===== config.mk =====
export PLATFORM = sky130hd
export DESIGN_NAME = csw_status_bank
export DESIGN_NICKNAME = d
export VERILOG_FILES = /design/src/csw_pkg.sv /design/src/csw_status_bank.sv
export SDC_FILE = /design/constraint.sdc
export NUM_CORES = 1
export LEC_CHECK = 0
export BUFFER_PORTS_ARGS = -buffer_cell sky130_fd_sc_hd__buf_2
export CAP_MARGIN = 10
export CORE_MARGIN = 3
export CORE_UTILIZATION = 56
export DETAILED_ROUTE_END_ITERATION = 16
export PLACE_DENSITY_LB_ADDON = 0.15
export SKIP_CTS_REPAIR_TIMING = 1
export SLEW_MARGIN = 25
export SYNTH_ARGS = -nofsm -noshare
export SYNTH_HDL_FRONTEND = slang
export SYNTH_SLANG_ARGS = --single-unit
export TNS_END_PERCENT = 30

===== constraint.sdc =====
create_clock -name i_core_clk -period 3.35 [get_ports i_core_clk]
set_clock_uncertainty 0.2 [all_clocks]
set_input_delay 0.335 -clock i_core_clk [delete_from_list [all_inputs] [get_ports i_core_clk]]
set_output_delay 0.335 -clock i_core_clk [all_outputs]
set_load 0.05 [all_outputs]

===== src/csw_pkg.sv =====
// package of offsets, field positions and constants for the status word bank
package csw_pkg;
  // ---------------------------------------------------------------
  // word offsets
  // ---------------------------------------------------------------
  localparam logic [7:0] OFS_MAJOR_FAULT_CODE = 8'h06;
  localparam logic [7:0] OFS_SUSPEND_CODE = 8'h07;
  localparam logic [7:0] OFS_SUSPEND_FILE = 8'h08;
  localparam logic [7:0] OFS_ACTIVE_NODES_LOW = 8'h09;
  localparam logic [7:0] OFS_ACTIVE_NODES_HIGH = 8'h0A;
  localparam logic [7:0] OFS_MATH_RESULT_LOW = 8'h0D;
  localparam logic [7:0] OFS_MATH_RESULT_HIGH = 8'h0E;
  localparam logic [7:0] OFS_NODE_AND_LINK_RATE = 8'h0F;
  localparam logic [7:0] OFS_MAX_SCAN_TIME = 8'h16;
  localparam logic [7:0] OFS_FAULT_ROUTINE_FILE = 8'h1D;
  localparam logic [7:0] OFS_TIMED_IRQ_SETPOINT = 8'h1E;
  localparam logic [7:0] OFS_TIMED_IRQ_FILE = 8'h1F;
  localparam logic [7:0] OFS_CHANNEL0_LINK_FLAGS = 8'h21;
  // ---------------------------------------------------------------
  // field positions and limits
  // ---------------------------------------------------------------
  localparam int CH0_MIRROR_BITS = 5;
  localparam int SCAN_TOGGLE_POS = 9;
  localparam logic [15:0] MAX_SCAN_LIMIT = 16'h7FFF;
  localparam logic [7:0] FILE_NUMBER_LIMIT = 8'hFF;
  // ---------------------------------------------------------------
  // reset values
  // ---------------------------------------------------------------
  localparam logic [15:0] WORD_RESET = 16'h0000;
  // ---------------------------------------------------------------
  // timing: one scan-time unit of 100 us at a 50 ns clock
  // ---------------------------------------------------------------
  localparam int SCAN_UNIT_NS = 100000;
  localparam int CLK_PERIOD_NS = 50;
  localparam int SCAN_UNIT_CYCLES = SCAN_UNIT_NS / CLK_PERIOD_NS;
  // ---------------------------------------------------------------
  // access source
  // ---------------------------------------------------------------
  typedef enum logic [1:0] {
    CSW_SRC_LADDER = 2'h1,
    CSW_SRC_MESSAGE = 2'h2
  } csw_src_t;
endpackage : csw_pkg


===== src/csw_status_bank.sv =====
// status word bank with fault, suspend, math, scan and link mirrors
//
// Operation
// - read/write major error word names last fault
// - suspend instruction stores signed suspend code
// - suspend instruction stores suspend file 0..255
// - two read-only active-node words mirror channel
// - mirrored words refuse message-path access
// - math pair updates on math instructions
// - low byte mirrors node address
// - high byte mirrors baud rate code
// - end of scan keeps larger scan time
// - scan time in 100 us units, max 32767
// - fault routine file selects user fault subroutine
// - timed interrupt set point read-only mirror
// - timed interrupt file read-only mirror
// - channel-0 bits 0..4 mirror status
// - scan toggle inverts at each scan end not shared with mode entry
// - toggle cleared on entry to executing mode
`timescale 1ns/10ps
module csw_status_bank #(
  parameter int UNIT_CYCLES = csw_pkg::SCAN_UNIT_CYCLES
) (
  input wire logic i_core_clk,
  input wire logic i_reset_n,
  input wire logic i_clk_en,
  // word access port
  input wire logic i_acc_valid,
  input wire logic i_acc_write,
  input wire csw_pkg::csw_src_t i_acc_src,
  input wire logic [7:0] i_acc_addr,
  input wire logic [15:0] i_acc_wdata,
  output logic [15:0] o_acc_rdata,
  output logic o_acc_done,
  output logic o_acc_refused,
  // instruction and scan events
  input wire logic i_fault_valid,
  input wire logic [15:0] i_fault_code,
  input wire logic i_suspend_instruction,
  input wire logic [15:0] i_suspend_code,
  input wire logic [7:0] i_suspend_file,
  input wire logic i_math_valid,
  input wire logic [31:0] i_math_result,
  input wire logic i_scan_end,
  input wire logic i_enter_exec,
  input wire logic i_user_fault,
  // mirrored sources
  input wire logic [15:0] i_active_nodes_low,
  input wire logic [15:0] i_active_nodes_high,
  input wire logic [15:0] i_channel_status_word5,
  input wire logic [15:0] i_channel0_status_word4,
  input wire logic [15:0] i_interrupt_setpoint_field,
  input wire logic [15:0] i_interrupt_program_file_field,
  input wire logic [7:0] i_fault_routine_cfg,
  // user fault dispatch
  output logic o_user_fault_call,
  output logic [7:0] o_user_fault_file
);
  import csw_pkg::*;

  // ---------------------------------------------------------------
  // storage
  // ---------------------------------------------------------------
  logic [15:0] major_fault_code;
  logic [15:0] suspend_code;
  logic [7:0] suspend_file;
  logic [15:0] math_result_low;
  logic [15:0] math_result_high;
  logic [15:0] max_scan_time;
  // read-only copies of outside fields, then scan toggle and scan counters
  logic [15:0] active_nodes_low;
  logic [15:0] active_nodes_high;
  logic [15:0] node_and_link_rate;
  logic [15:0] timed_irq_setpoint;
  logic [15:0] timed_irq_file;
  logic [7:0] fault_routine_file;
  logic [CH0_MIRROR_BITS-1:0] channel0_flags;
  logic scan_toggle;
  logic [31:0] unit_count;
  logic [15:0] scan_units;

  logic wr_ladder;
  logic [15:0] next_scan_units;
  logic [15:0] next_rdata;

  // ladder-path writes only
  assign wr_ladder = i_acc_valid && i_acc_write && (i_acc_src == CSW_SRC_LADDER);

  // ---------------------------------------------------------------
  // fault and suspend capture
  // ---------------------------------------------------------------
  // hardware fault capture wins over a same-cycle user write
  // no clear path: the last cause stays until overwritten
  always_ff @(posedge i_core_clk or negedge i_reset_n) begin
    if (!i_reset_n) begin
      major_fault_code <= WORD_RESET;
    end else if (i_clk_en) begin
      if (i_fault_valid) begin
        major_fault_code <= i_fault_code;
      end else if (wr_ladder && i_acc_addr == OFS_MAJOR_FAULT_CODE) begin
        major_fault_code <= i_acc_wdata;
      end
    end
  end

  // suspend code, never cleared by hardware
  always_ff @(posedge i_core_clk or negedge i_reset_n) begin
    if (!i_reset_n) begin
      suspend_code <= WORD_RESET;
    end else if (i_clk_en) begin
      if (i_suspend_instruction) begin
        suspend_code <= i_suspend_code;
      end else if (wr_ladder && i_acc_addr == OFS_SUSPEND_CODE) begin
        suspend_code <= i_acc_wdata;
      end
    end
  end

  // suspend file, 0..255, never cleared by hardware
  always_ff @(posedge i_core_clk or negedge i_reset_n) begin
    if (!i_reset_n) begin
      suspend_file <= WORD_RESET[7:0];
    end else if (i_clk_en) begin
      if (i_suspend_instruction) begin
        suspend_file <= i_suspend_file;
      end else if (wr_ladder && i_acc_addr == OFS_SUSPEND_FILE) begin
        suspend_file <= i_acc_wdata[7:0];
      end
    end
  end

  // ---------------------------------------------------------------
  // math register pair
  // ---------------------------------------------------------------
  // low word takes bits 15:0; held until the next math op or ladder write
  always_ff @(posedge i_core_clk or negedge i_reset_n) begin
    if (!i_reset_n) begin
      math_result_low <= WORD_RESET;
    end else if (i_clk_en) begin
      if (i_math_valid) begin
        math_result_low <= i_math_result[15:0];
      end else if (wr_ladder && i_acc_addr == OFS_MATH_RESULT_LOW) begin
        math_result_low <= i_acc_wdata;
      end
    end
  end

  // high word takes bits 31:16 on the same edge as the low word
  always_ff @(posedge i_core_clk or negedge i_reset_n) begin
    if (!i_reset_n) begin
      math_result_high <= WORD_RESET;
    end else if (i_clk_en) begin
      if (i_math_valid) begin
        math_result_high <= i_math_result[31:16];
      end else if (wr_ladder && i_acc_addr == OFS_MATH_RESULT_HIGH) begin
        math_result_high <= i_acc_wdata;
      end
    end
  end

  // ---------------------------------------------------------------
  // scan time measurement
  // ---------------------------------------------------------------
  // saturating units counter, restarted at every scan end
  assign next_scan_units = (scan_units == MAX_SCAN_LIMIT) ? scan_units : scan_units + 16'h0001;

  // count whole 100 us units; a partial unit is dropped (-1 to +0)
  // mode entry restarts the count so the first scan is measured whole
  always_ff @(posedge i_core_clk or negedge i_reset_n) begin
    if (!i_reset_n) begin
      unit_count <= 32'h0000_0000;
      scan_units <= WORD_RESET;
    end else if (i_clk_en) begin
      if (i_scan_end || i_enter_exec) begin
        unit_count <= 32'h0000_0000;
        scan_units <= WORD_RESET;
      end else if (unit_count == 32'(UNIT_CYCLES - 1)) begin
        unit_count <= 32'h0000_0000;
        scan_units <= next_scan_units;
      end else begin
        unit_count <= unit_count + 32'h0000_0001;
      end
    end
  end

  // keep the largest scan seen; user write stands until a larger scan
  always_ff @(posedge i_core_clk or negedge i_reset_n) begin
    if (!i_reset_n) begin
      max_scan_time <= WORD_RESET;
    end else if (i_clk_en) begin
      if (i_scan_end && scan_units > max_scan_time) begin
        max_scan_time <= scan_units;
      end else if (wr_ladder && i_acc_addr == OFS_MAX_SCAN_TIME) begin
        max_scan_time <= i_acc_wdata & MAX_SCAN_LIMIT;
      end
    end
  end

  // ---------------------------------------------------------------
  // scan toggle
  // ---------------------------------------------------------------
  // entry into executing mode beats the scan-end inversion
  always_ff @(posedge i_core_clk or negedge i_reset_n) begin
    if (!i_reset_n) begin
      scan_toggle <= 1'b0;
    end else if (i_clk_en) begin
      if (i_enter_exec) begin
        scan_toggle <= 1'b0;
      end else if (i_scan_end) begin
        scan_toggle <= ~scan_toggle;
      end else if (wr_ladder && i_acc_addr == OFS_CHANNEL0_LINK_FLAGS) begin
        scan_toggle <= i_acc_wdata[SCAN_TOGGLE_POS];
      end
    end
  end

  // ---------------------------------------------------------------
  // read-only mirrors
  // ---------------------------------------------------------------
  // active-node words, one edge behind the channel status file
  always_ff @(posedge i_core_clk or negedge i_reset_n) begin
    if (!i_reset_n) begin
      active_nodes_low <= WORD_RESET;
      active_nodes_high <= WORD_RESET;
    end else if (i_clk_en) begin
      active_nodes_low <= i_active_nodes_low;
      active_nodes_high <= i_active_nodes_high;
    end
  end

  // node address in the low byte, baud rate code in the high byte
  always_ff @(posedge i_core_clk or negedge i_reset_n) begin
    if (!i_reset_n) begin
      node_and_link_rate <= WORD_RESET;
    end else if (i_clk_en) begin
      node_and_link_rate[7:0] <= i_channel_status_word5[7:0];
      node_and_link_rate[15:8] <= i_channel_status_word5[15:8];
    end
  end

  // timed-interrupt set point and file number copies
  always_ff @(posedge i_core_clk or negedge i_reset_n) begin
    if (!i_reset_n) begin
      timed_irq_setpoint <= WORD_RESET;
      timed_irq_file <= WORD_RESET;
    end else if (i_clk_en) begin
      timed_irq_setpoint <= i_interrupt_setpoint_field;
      timed_irq_file <= i_interrupt_program_file_field;
    end
  end

  // user fault routine file, read-only to the access port
  always_ff @(posedge i_core_clk or negedge i_reset_n) begin
    if (!i_reset_n) begin
      fault_routine_file <= WORD_RESET[7:0];
    end else if (i_clk_en) begin
      fault_routine_file <= i_fault_routine_cfg & FILE_NUMBER_LIMIT;
    end
  end

  // channel-0 link flags, bits 4:0 only
  always_ff @(posedge i_core_clk or negedge i_reset_n) begin
    if (!i_reset_n) begin
      channel0_flags <= '0;
    end else if (i_clk_en) begin
      channel0_flags <= i_channel0_status_word4[CH0_MIRROR_BITS-1:0];
    end
  end

  // ---------------------------------------------------------------
  // user fault dispatch
  // ---------------------------------------------------------------
  // one-cycle call pulse for each user fault
  always_ff @(posedge i_core_clk or negedge i_reset_n) begin
    if (!i_reset_n) begin
      o_user_fault_call <= 1'b0;
    end else if (i_clk_en) begin
      o_user_fault_call <= i_user_fault;
    end
  end

  // subroutine file latched with the call, held between faults
  always_ff @(posedge i_core_clk or negedge i_reset_n) begin
    if (!i_reset_n) begin
      o_user_fault_file <= WORD_RESET[7:0];
    end else if (i_clk_en && i_user_fault) begin
      o_user_fault_file <= fault_routine_file;
    end
  end

  // ---------------------------------------------------------------
  // read path
  // ---------------------------------------------------------------
  // word select; unmapped offsets read zero
  // read-only words have no write decode, so writes to them fall away
  always_comb begin
    next_rdata = WORD_RESET;
    unique case (i_acc_addr)
      OFS_MAJOR_FAULT_CODE: next_rdata = major_fault_code;
      OFS_SUSPEND_CODE: next_rdata = suspend_code;
      OFS_SUSPEND_FILE: next_rdata = {8'h00, suspend_file};
      OFS_ACTIVE_NODES_LOW: next_rdata = active_nodes_low;
      OFS_ACTIVE_NODES_HIGH: next_rdata = active_nodes_high;
      OFS_MATH_RESULT_LOW: next_rdata = math_result_low;
      OFS_MATH_RESULT_HIGH: next_rdata = math_result_high;
      OFS_NODE_AND_LINK_RATE: next_rdata = node_and_link_rate;
      OFS_MAX_SCAN_TIME: next_rdata = max_scan_time;
      OFS_FAULT_ROUTINE_FILE: next_rdata = {8'h00, fault_routine_file};
      OFS_TIMED_IRQ_SETPOINT: next_rdata = timed_irq_setpoint;
      OFS_TIMED_IRQ_FILE: next_rdata = timed_irq_file;
      OFS_CHANNEL0_LINK_FLAGS: begin
        next_rdata[CH0_MIRROR_BITS-1:0] = channel0_flags;
        next_rdata[SCAN_TOGGLE_POS] = scan_toggle;
      end
      default: next_rdata = WORD_RESET;
    endcase
  end

  // done pulses one edge after each access, refusal one edge after each non-ladder access
  always_ff @(posedge i_core_clk or negedge i_reset_n) begin
    if (!i_reset_n) begin
      o_acc_done <= 1'b0;
      o_acc_refused <= 1'b0;
    end else if (i_clk_en) begin
      o_acc_done <= i_acc_valid;
      o_acc_refused <= i_acc_valid && (i_acc_src != CSW_SRC_LADDER);
    end
  end

  // read data for ladder reads; writes and message accesses answer zero
  always_ff @(posedge i_core_clk or negedge i_reset_n) begin
    if (!i_reset_n) begin
      o_acc_rdata <= WORD_RESET;
    end else if (i_clk_en) begin
      if (i_acc_valid && !i_acc_write && i_acc_src == CSW_SRC_LADDER) begin
        o_acc_rdata <= next_rdata;
      end else if (i_acc_valid) begin
        o_acc_rdata <= WORD_RESET;
      end
    end
  end

endmodule : csw_status_bank


Yosys cells after proc, flatten, opt, wreduce, memory -nomap -nowiden
Index checks and enable logic that the tools add are counted.
Widths: inputs -> output; s select.
{"block": "totals", "mem_bits_ro": 0, "in_bits": 213, "n_memories": 0, "mem_bits_rw": 0, "register_bits": 257, "output_inout_bits": 27, "latchBits": 0, "word_cells": 103}
{"block": "classes", "mul": 0, "shift": 0, "mux": 26, "addsub": 2, "n_reduce_logical": 34, "eq_ne": 18, "order_cmp": 1, "n_div": 0, "bitwise_logic": 1}
{"cell": "$mux 16", "count": 15}
{"cell": "$pmux 5 s13", "count": 1}
{"cell": "$mux 32", "count": 2}
{"cell": "$pmux 6 s10", "count": 1}
{"cell": "$eq 8x4->1 const B", "count": 6}
{"cell": "$pmux 4 s12", "count": 1}
{"cell": "$add 32x1->32 const B", "count": 1}
{"cell": "$eq 32x11->1 const B", "count": 1}
{"cell": "$eq 8x5->1 const B", "count": 4}
{"cell": "$add 16x1->16 const B", "count": 1}
{"cell": "$eq 16x15->1 const B", "count": 1}
{"cell": "$eq 8x3->1 const B", "count": 2}
{"cell": "$gt 16x16->1", "count": 1}
{"cell": "$mux 8", "count": 2}
{"cell": "$reduce_and 2->1", "count": 8}
{"cell": "$reduce_bool 2->1", "count": 8}
{"cell": "$logic_and 1x1->1", "count": 14}
{"cell": "$pmux 1 s11", "count": 1}
{"cell": "$eq 8x6->1 const B", "count": 1}
{"cell": "$ne 2x1->1 const B", "count": 2}
{"cell": "$mux 1", "count": 3}
{"cell": "$reduce_and 3->1", "count": 1}
{"cell": "$reduce_bool 3->1", "count": 1}
{"cell": "$eq 2x1->1 const B", "count": 1}
{"cell": "other kinds (3)", "count": 3}

Logic depth before layout (Yosys ltp)
Gate-level depths: netlist of run 1.
{"block": "logic_depth", "ltp_word": 6, "ltp_mapped": 11, "mapped_depth_nobuf": 9}

Worst setup path after synthesis of run 1
No wires, ideal clock.
{"block": "synth_path", "path_type": "register to register", "from": "register unit_count[23]", "to": "register scan_units[4]", "stages_incl_launch_ff": 7, "path_slack_ns": 0.693, "n_path_buf": 0, "t_arrival_ns": 2.392, "synth_period_minus_slack_ns": 2.657, "setup_ns": 0.065, "path_cell_list": "dfrtp_1 > or4_1 > or4_4 > or3_4 > nand2b_4 > or3b_1 > nand2_1"}
{"block": "synth_via", "elab_chain_len": 3}
{"element": "start: declaration", "line": "csw_status_bank.sv:79", "rtl": "logic [31:0] unit_count;"}
{"element": "start signal: assignment", "line": "csw_status_bank.sv:181", "rtl": "unit_count <= unit_count + 32'h0000_0001;"}
{"element": "$eq 32x11->1", "line": "csw_status_bank.sv:177", "rtl": "end else if (unit_count == 32'(UNIT_CYCLES - 1)) begin"}
{"element": "$reduce_bool 2->1 (no line)"}
{"element": "$reduce_and 3->1 (no line)"}
{"element": "end signal: assignment", "line": "csw_status_bank.sv:179", "rtl": "scan_units <= next_scan_units;"}
{"element": "end: declaration", "line": "csw_status_bank.sv:80", "rtl": "logic [15:0] scan_units;"}
Every way passes these cells.
A chain may end at the register's enable or synchronous reset.

Worst setup path in the final report of run 1
{"block": "layout_path", "from": "register scan_units[13]", "to": "register max_scan_time[0]"}
{"block": "layout_via", "elab_chain_len": 4}
{"element": "$gt 16x16->1 (*)", "line": "csw_status_bank.sv:191", "rtl": "if (i_scan_end && scan_units > max_scan_time) begin"}
{"element": "$logic_and 1x1->1 (*)", "line": "csw_status_bank.sv:191"}
{"element": "$reduce_bool 2->1 (no line)"}
{"element": "$reduce_and 2->1 (no line)"}
{"element": "end signal: assignment", "line": "csw_status_bank.sv:192", "rtl": "max_scan_time <= scan_units;"}
{"element": "end signal: assignment", "line": "csw_status_bank.sv:194", "rtl": "max_scan_time <= i_acc_wdata & MAX_SCAN_LIMIT;"}
{"element": "end: declaration", "line": "csw_status_bank.sv:69", "rtl": "logic [15:0] max_scan_time;"}
Mark *: on every way between the ends. The rest lies on a longest branch, timed or not.

==> flow_metrics.py, run 1 <==
metrics = {
    "detailed_routing": {
        "wl_per_cell_um": 22.7,
        "num_vias": 12200,
        "wl_met1_mm": 17.4,
        "wl_met2_mm": 20.6,
        "avgViaCountPerCell": 6.14,
        "drcViolationCount": 0,
        "ant_nets": 0,
        "drtPass1Iterations": 6,
        "dr.first_iter.drc_count": 1416,
        "top_layer_used": "met4",
        "met3_length_mm": 5.11,
        "routed_wl_mm": 45.1,
    },
    "cts": {
        "cts_sinks": 257,
        "cts_buffers": 28,
        "cts_tree": "built",
        "cts_max_path_buffers": 3,
        "insertion_delay_ns": 0.55,
        "clk_pin_slew_ns": 0.06,
        "cts_max_level": 1,
        "root_buffer": "clkbuf_16",
    },
    "timing": {
        "hold_viol": 9,
        "maxSlewHeadroom": 0.394,
        "rsz0062_at_grt": "no",
        "timing.final.crit_share": 0.882,
        "finalCriticalPeriod_ns": 2.95,
        "fin_ws_ns": 0.397,
        "hold_ws_ns": -0.0387,
        "worstMarginPinSlew_ns": 0.904,
        "slew_viol_final": 0,
        "final.setup.tns_ns": 0,
        "fmax_mhz": 339,
        "setup_viol": 0,
    },
    "synth": {
        "synth_nets": 1515,
        "netlist_instances": 1284,
        "syn_area_per_cell_sq_um": 10.0,
        "synth_seq_cells": 257,
        "yosysWarnings": 0,
        "async_reset_ff_frac": 1.00,
        "ys.flop_type": "dfrtp_1",
        "ys_types": 67,
        "synth_edf_count": 0,
        "ys_seq_area_frac": 0.499,
        "netlist_area_sq_mm": 0.0129,
    },
    "power": {
        "pwr-share-comb": 0.193,
        "report.power.total_w": 0.00817,
        "p_per_area_mw_per_mm2": 479,
        "p_int_w": 0.00577,
        "switching_share": 0.294,
        "peakVddDrop_v": 0.000466,
        "switchingPower_w": 0.00240,
        "p_leak_nw": 7.69,
        "seq_power_share": 0.458,
        "p_clk_frac": 0.349,
    },
    "floorplanning": {
        "die_h_um": 158,
        "initial_core_util": 0.579,
        "die-area_sq_mm": 0.0249,
        "io_pins": 240,
        "die_w_um": 158,
        "coreArea_sq_mm": 0.0222,
        "num_rows": 54,
    },
    "critical_path": {
        "crit_path_max_incr_delay_ns": 0.54,
        "crit_type": "register to register",
        "crit_buf_inv": 0,
        "path_max_fanout": 15,
        "crit_chain": "ha_1 > nand4_1 > a2111o_1 > a41oi_1 > nand2b_1 > nor2_1 > a211oi_1",
        "crit_cells": 7,
        "cp_slowest_cell": "nand2b_1",
        "r2r-end": "max_scan_time[0]$_DFFE_PN0P_",
        "cp-start-kind": "register",
        "ff2ff_path_depth": 7,
        "r2r_start": "scan_units[13]$_DFFE_PN0P_",
        "arrival_ns": 3.20,
        "worst-r2r-setup-slack_ns": 0.40,
        "crit_end": "max_scan_time[0]$_DFFE_PN0P_",
        "worst_setup_path_end_kind": "register",
        "critPathTopFamily": "compound AO/OA/AOI/OAI gates",
        "critPathLaunch": "scan_units[13]$_DFFE_PN0P_",
        "cp.required_ns": 3.60,
    },
    "global_routing": {
        "antenna_found_initial": 5,
        "grt_usage": 0.323,
        "grt_pass1_vias": 10900,
        "grt_max_degree": 96,
        "grt.overflow.total": 0,
        "grt_pass1_wl_mm": 61.9,
    },
    "cells_and_area": {
        "synthToLayoutAreaGrowth_pct": 32.6,
        "final_layout_size_suffix_gt1_frac": 0.253,
        "final_cell_count_no_fill": 1988,
        "nNetsFinal": 1917,
        "largest_reg_flops": 32,
        "design_area_sq_mm": 0.0171,
        "regMostFlops": "unit_count",
    },
    "placed_design": {
        "pre_cts_ws_ns": 0.445,
        "routabilityCongestion": 0.927,
        "port_buffers": 228,
        "placed_cells": 1761,
        "dpl_cell_area_sq_mm": 0.0145,
        "dp_hpwl_mm": 30.0,
    },
    "worst_hold_path": {
        "hold_start": "i_acc_wdata[5]",
        "hold_class": "input port to register",
    },
    "outcome": {
        "status": "finished with violations",
        "violations": "negative hold slack",
    },
    "flow_run": {
        "cap_viol_max_count": 0,
    },
}
worst min path at each step:
stage	endpoint	slack [ns]	depth (start not counted)
after floorplan	active_nodes_high[0]$_DFFE_PN0P_	-0.16	0
after global placement	math_result_high[10]$_DFFE_PN0P_	0.22	1
after detailed placement	math_result_high[8]$_DFFE_PN0P_	0.22	1
after CTS	active_nodes_low[8]$_DFFE_PN0P_	-0.35	1
after global routing	suspend_code[15]$_DFFE_PN0P_	-0.005	3
final	max_scan_time[5]$_DFFE_PN0P_	-0.04	3
area by class of cell:
| class | instances | area, sq um |
|---|---|---|
| Sequential cell | 257 | 6430 |
| Multi-Input combinational cell | 928 | 6100 |
| Fill cell | 1494 | 5150 |
| Timing Repair Buffer | 446 | 3270 |
| Clock buffer | 42 | 783 |
| Tap cell | 280 | 350 |
| Inverter | 25 | 93.8 |
| Clock inverter | 5 | 40.0 |
| Antenna cell | 5 | 12.5 |
worst min-delay path: cells and delay by family:
kind | cells | cell delay (ns)
buffers and inverters | 1 | 0.16
and+or+nand+nor | 2 | 0.16
cell usage in the layout (no fill, tap or decap), drive strengths merged, types with 7 or more instances in the layout:
cell	Yosys	routed
a21oi	105	105
a22oi	32	32
a32oi	9	9
and2	8	8
and3	11	11
buf	13	271
clkbuf	61	42
dfrtp	257	257
dlygate4sd3	0	175
ha	18	18
inv	24	24
mux2	111	111
mux2i	50	50
nand2	105	105
nand2b	8	8
nand3	32	32
nand4	14	14
nor2	127	127
nor2b	30	30
nor3	43	43
nor4	10	10
o21ai	91	91
o22ai	12	12
o31ai	8	8
xnor2	7	7
xor2	22	22
cells by family after synthesis:
kind of cell             count (synthesis)  share of synthesized area
AO/OA/AOI/OAI                          311                      0.147
XOR/XNOR                                29                     0.0197
adder cells (fa/ha/maj)                 18                     0.0175
buffers and inverters                   99                     0.0293
flip-flops                             257                      0.499
multiplexers                           161                      0.136
AND/OR/NAND/NOR                        409                      0.151
cell usage after synthesis, types with 22 or more instances:
master    count  area share
inv_1        24      0.0070
nand2_1     105       0.031
nand3_1      32       0.012
o21ai_0      89       0.035
clkbuf_1     61       0.018
a21oi_1     105       0.041
nor2_1      127       0.037
nor3_1       43       0.017
dfrtp_1     257        0.50
xor2_1       22       0.015
mux2i_1      50       0.039
nor2b_1      30       0.015
a22oi_1      32       0.019
mux2_2      111       0.097
through the flow:
| stage | hold slack (ns) | util |
|---|---|---|
| after floorplan | -0.161 | - |
| after global placement | 0.222 | 0.651 |
| after detailed placement | 0.219 | 0.651 |
| after CTS | -0.353 | 0.688 |
| after global routing | -0.00498 | 0.768 |
| final | -0.0387 | 0.768 |
layer usage:
metal	track usage	up-vias
met5	0	-
met4	0.104	0
met3	0.0970	141
met2	0.488	719
met1	0.452	5907
li1	-	5447
power by group through the flow:
stage	clock network (W)	logic [W]	registers (W)
2_1_floorplan	0	0.000787	0.00375
3_3_place_gp	0	0.00132	0.00376
3_5_place_dp	0	0.00137	0.00377
4_1_cts	0.00287	0.00137	0.00373
5_1_grt	0.00300	0.00171	0.00378
6_report	0.00285	0.00158	0.00374
Power figures use the tool's default switching activity.
==> run 2, diff against run 1 <==
--- a/config.mk
+++ b/config.mk
@@ -5,7 +5,7 @@
 export SDC_FILE = /design/constraint.sdc
 export NUM_CORES = 1
 export LEC_CHECK = 0
-export BUFFER_PORTS_ARGS = -buffer_cell sky130_fd_sc_hd__buf_2
+export BUFFER_PORTS_ARGS = -buffer_cell sky130_fd_sc_hd__buf_4
 export CAP_MARGIN = 10
 export CORE_MARGIN = 3
 export CORE_UTILIZATION = 56
==> run 2 against run 1 <==
- the run still ends with negative hold slack left
- fmax down 1.4%
- routed wire length up 0.55%
- critical path depth unchanged
- sequential share of layout area down 1.6 points
- first-iteration DRC count up 9.0%
- clock power up 18%
- critical path type unchanged
- critical endpoint is now scan_units[2]$_DFFE_PN0P_
==> flow_metrics.py, run 2 (synthesis results as in run 1) <==
metrics = {
    "outcome": {
        "status": "finished with violations",
        "violations": "negative hold slack",
    },
    "floorplanning": {
        "die_w_um": 158,
        "die_h_um": 158,
        "io_pins": 240,
        "die-area_sq_mm": 0.0249,
        "num_rows": 54,
        "initial_core_util": 0.579,
        "coreArea_sq_mm": 0.0222,
    },
    "cts": {
        "cts_sinks": 257,
        "root_buffer": "clkbuf_16",
        "clk_pin_slew_ns": 0.06,
        "insertion_delay_ns": 0.56,
        "cts_max_level": 1,
        "cts_max_path_buffers": 3,
        "cts_buffers": 28,
        "cts_tree": "built",
    },
    "placed_design": {
        "port_buffers": 228,
        "placed_cells": 1751,
        "dp_hpwl_mm": 29.6,
        "dpl_cell_area_sq_mm": 0.0149,
        "routabilityCongestion": 0.950,
    },
    "timing": {
        "hold_viol": 5,
        "rsz0062_at_grt": "no",
        "timing.final.crit_share": 0.894,
        "slew_viol_final": 0,
        "worstMarginPinSlew_ns": 1.10,
        "setup_viol": 0,
        "maxSlewHeadroom": 0.268,
        "final.setup.tns_ns": 0,
        "fmax_mhz": 334,
        "hold_ws_ns": -0.0552,
        "finalCriticalPeriod_ns": 2.99,
    },
    "cells_and_area": {
        "regMostFlops": "unit_count",
        "final_cell_count_no_fill": 1992,
        "synthToLayoutAreaGrowth_pct": 38.5,
        "design_area_sq_mm": 0.0178,
        "largest_reg_flops": 32,
        "nNetsFinal": 1921,
        "fill_cells": 1344,
        "final_common_cell": "buf_4",
        "mostFrequentLayoutCells": "buf_4 (258), dfrtp_1 (257), dlygate4sd3_1 (189)",
        "final_layout_size_suffix_gt1_frac": 0.251,
    },
    "power": {
        "p_per_area_mw_per_mm2": 493,
        "p_leak_nw": 7.97,
        "peakVddDrop_v": 0.000448,
    },
    "critical_path": {
        "cp.required_ns": 3.58,
        "crit_path_max_incr_delay_ns": 0.57,
        "cp-start-kind": "register",
        "crit_type": "register to register",
        "path_max_fanout": 10,
        "worst_setup_path_end_kind": "register",
        "crit_buf_inv": 0,
        "crit_chain": "or4_1 > or4_4 > o21ai_2 > and2_1 > nand2_1 > o21ai_0 > o31ai_1",
        "r2r_start": "unit_count[23]$_DFFE_PN0P_",
        "cp_slowest_cell": "or4_4",
        "critPathTopFamily": "simple AND/OR/NAND/NOR gates",
        "critPathLaunch": "unit_count[23]$_DFFE_PN0P_",
        "arrival_ns": 3.22,
    },
    "detailed_routing": {
        "avgViaCountPerCell": 6.10,
        "wl_per_cell_um": 22.7,
        "num_vias": 12200,
        "ant_nets": 0,
        "dr.first_iter.drc_count": 1543,
        "drcViolationCount": 0,
        "drtPass1Iterations": 6,
        "routed_wl_mm": 45.3,
    },
    "global_routing": {
        "grt_usage": 0.321,
        "grt_pass1_vias": 10800,
        "grt_pass1_wl_mm": 61.4,
        "antenna_found_initial": 1,
        "grt.overflow.total": 0,
        "grt_max_degree": 92,
    },
    "flow_run": {
        "cap_viol_max_count": 0,
    },
    "worst_hold_path": {
        "hold_class": "input port to register",
        "hold_start": "i_math_result[19]",
    },
}
-- run 2: tightest hold or removal path, stage by stage --
cell     delay [ns]
buf_4          0.09
a21oi_1        0.05
o21ai_0        0.16
-- run 2: stage by stage --
step / util / setup slack [ns] / total power, W / hold WS [ns]
6_report: 0.802 / 0.356 / 0.00879 / -0.0552
5_1_grt: 0.802 / 0.118 / 0.00909 / -0.00241
4_1_cts: 0.717 / 0.409 / 0.00853 / -0.354
3_5_place_dp: 0.672 / 0.446 / 0.00522 / 0.207
3_3_place_gp: 0.672 / 0.467 / 0.00514 / 0.211
2_1_floorplan: - / 0.693 / 0.00454 / -0.161
-- run 2: worst paths after layout --
check                                               endpoint  slack (ns)  cells after the start
max                                scan_units[2]$_DFFE_PN0P_        0.36                      7
min                          math_result_high[3]$_DFFE_PN0P_       -0.06                      3
max reg2reg                        scan_units[2]$_DFFE_PN0P_        0.36                      7
min reg2reg                       o_acc_rdata[0]$_DFFE_PN0P_        0.28                      2
max in group asynchronous  node_and_link_rate[6]$_DFFE_PN0P_        1.88                      3
min in group asynchronous   math_result_high[10]$_DFFE_PN0P_        0.19                      2
-- run 2: where the power goes --
part	internal [W]	leakage (nW)	switching (W)
logic	0.000789	4.28	0.000881
clock network	0.00205	0.498	0.00131
registers	0.00346	3.19	0.000288
total	0.00630	7.97	0.00248
-- run 2: area by class of cell --
| cell class | count | area [sq um] | area share |
|---|---|---|---|
| sequential | 257 | 6430 | 0.361 |
| timing repair buffer | 450 | 3880 | 0.218 |
| antenna | 1 | 2.50 | 0.000140 |
| clock inverter | 13 | 201 | 0.0113 |
| clock buffer | 38 | 798 | 0.0447 |
| multi-input combinational | 928 | 6080 | 0.341 |
| tap | 280 | 350 | 0.0196 |
| inverter | 25 | 93.8 | 0.00526 |
-- run 2: layer usage --
layer  vias to the layer above  track usage  wire (um)
met2                       724        0.487      20800
met4                         0        0.111       2470
met3                       179       0.0815       4630
met5                         -            0          0
met1                      5815        0.454      17400
li1                       5436            -          -
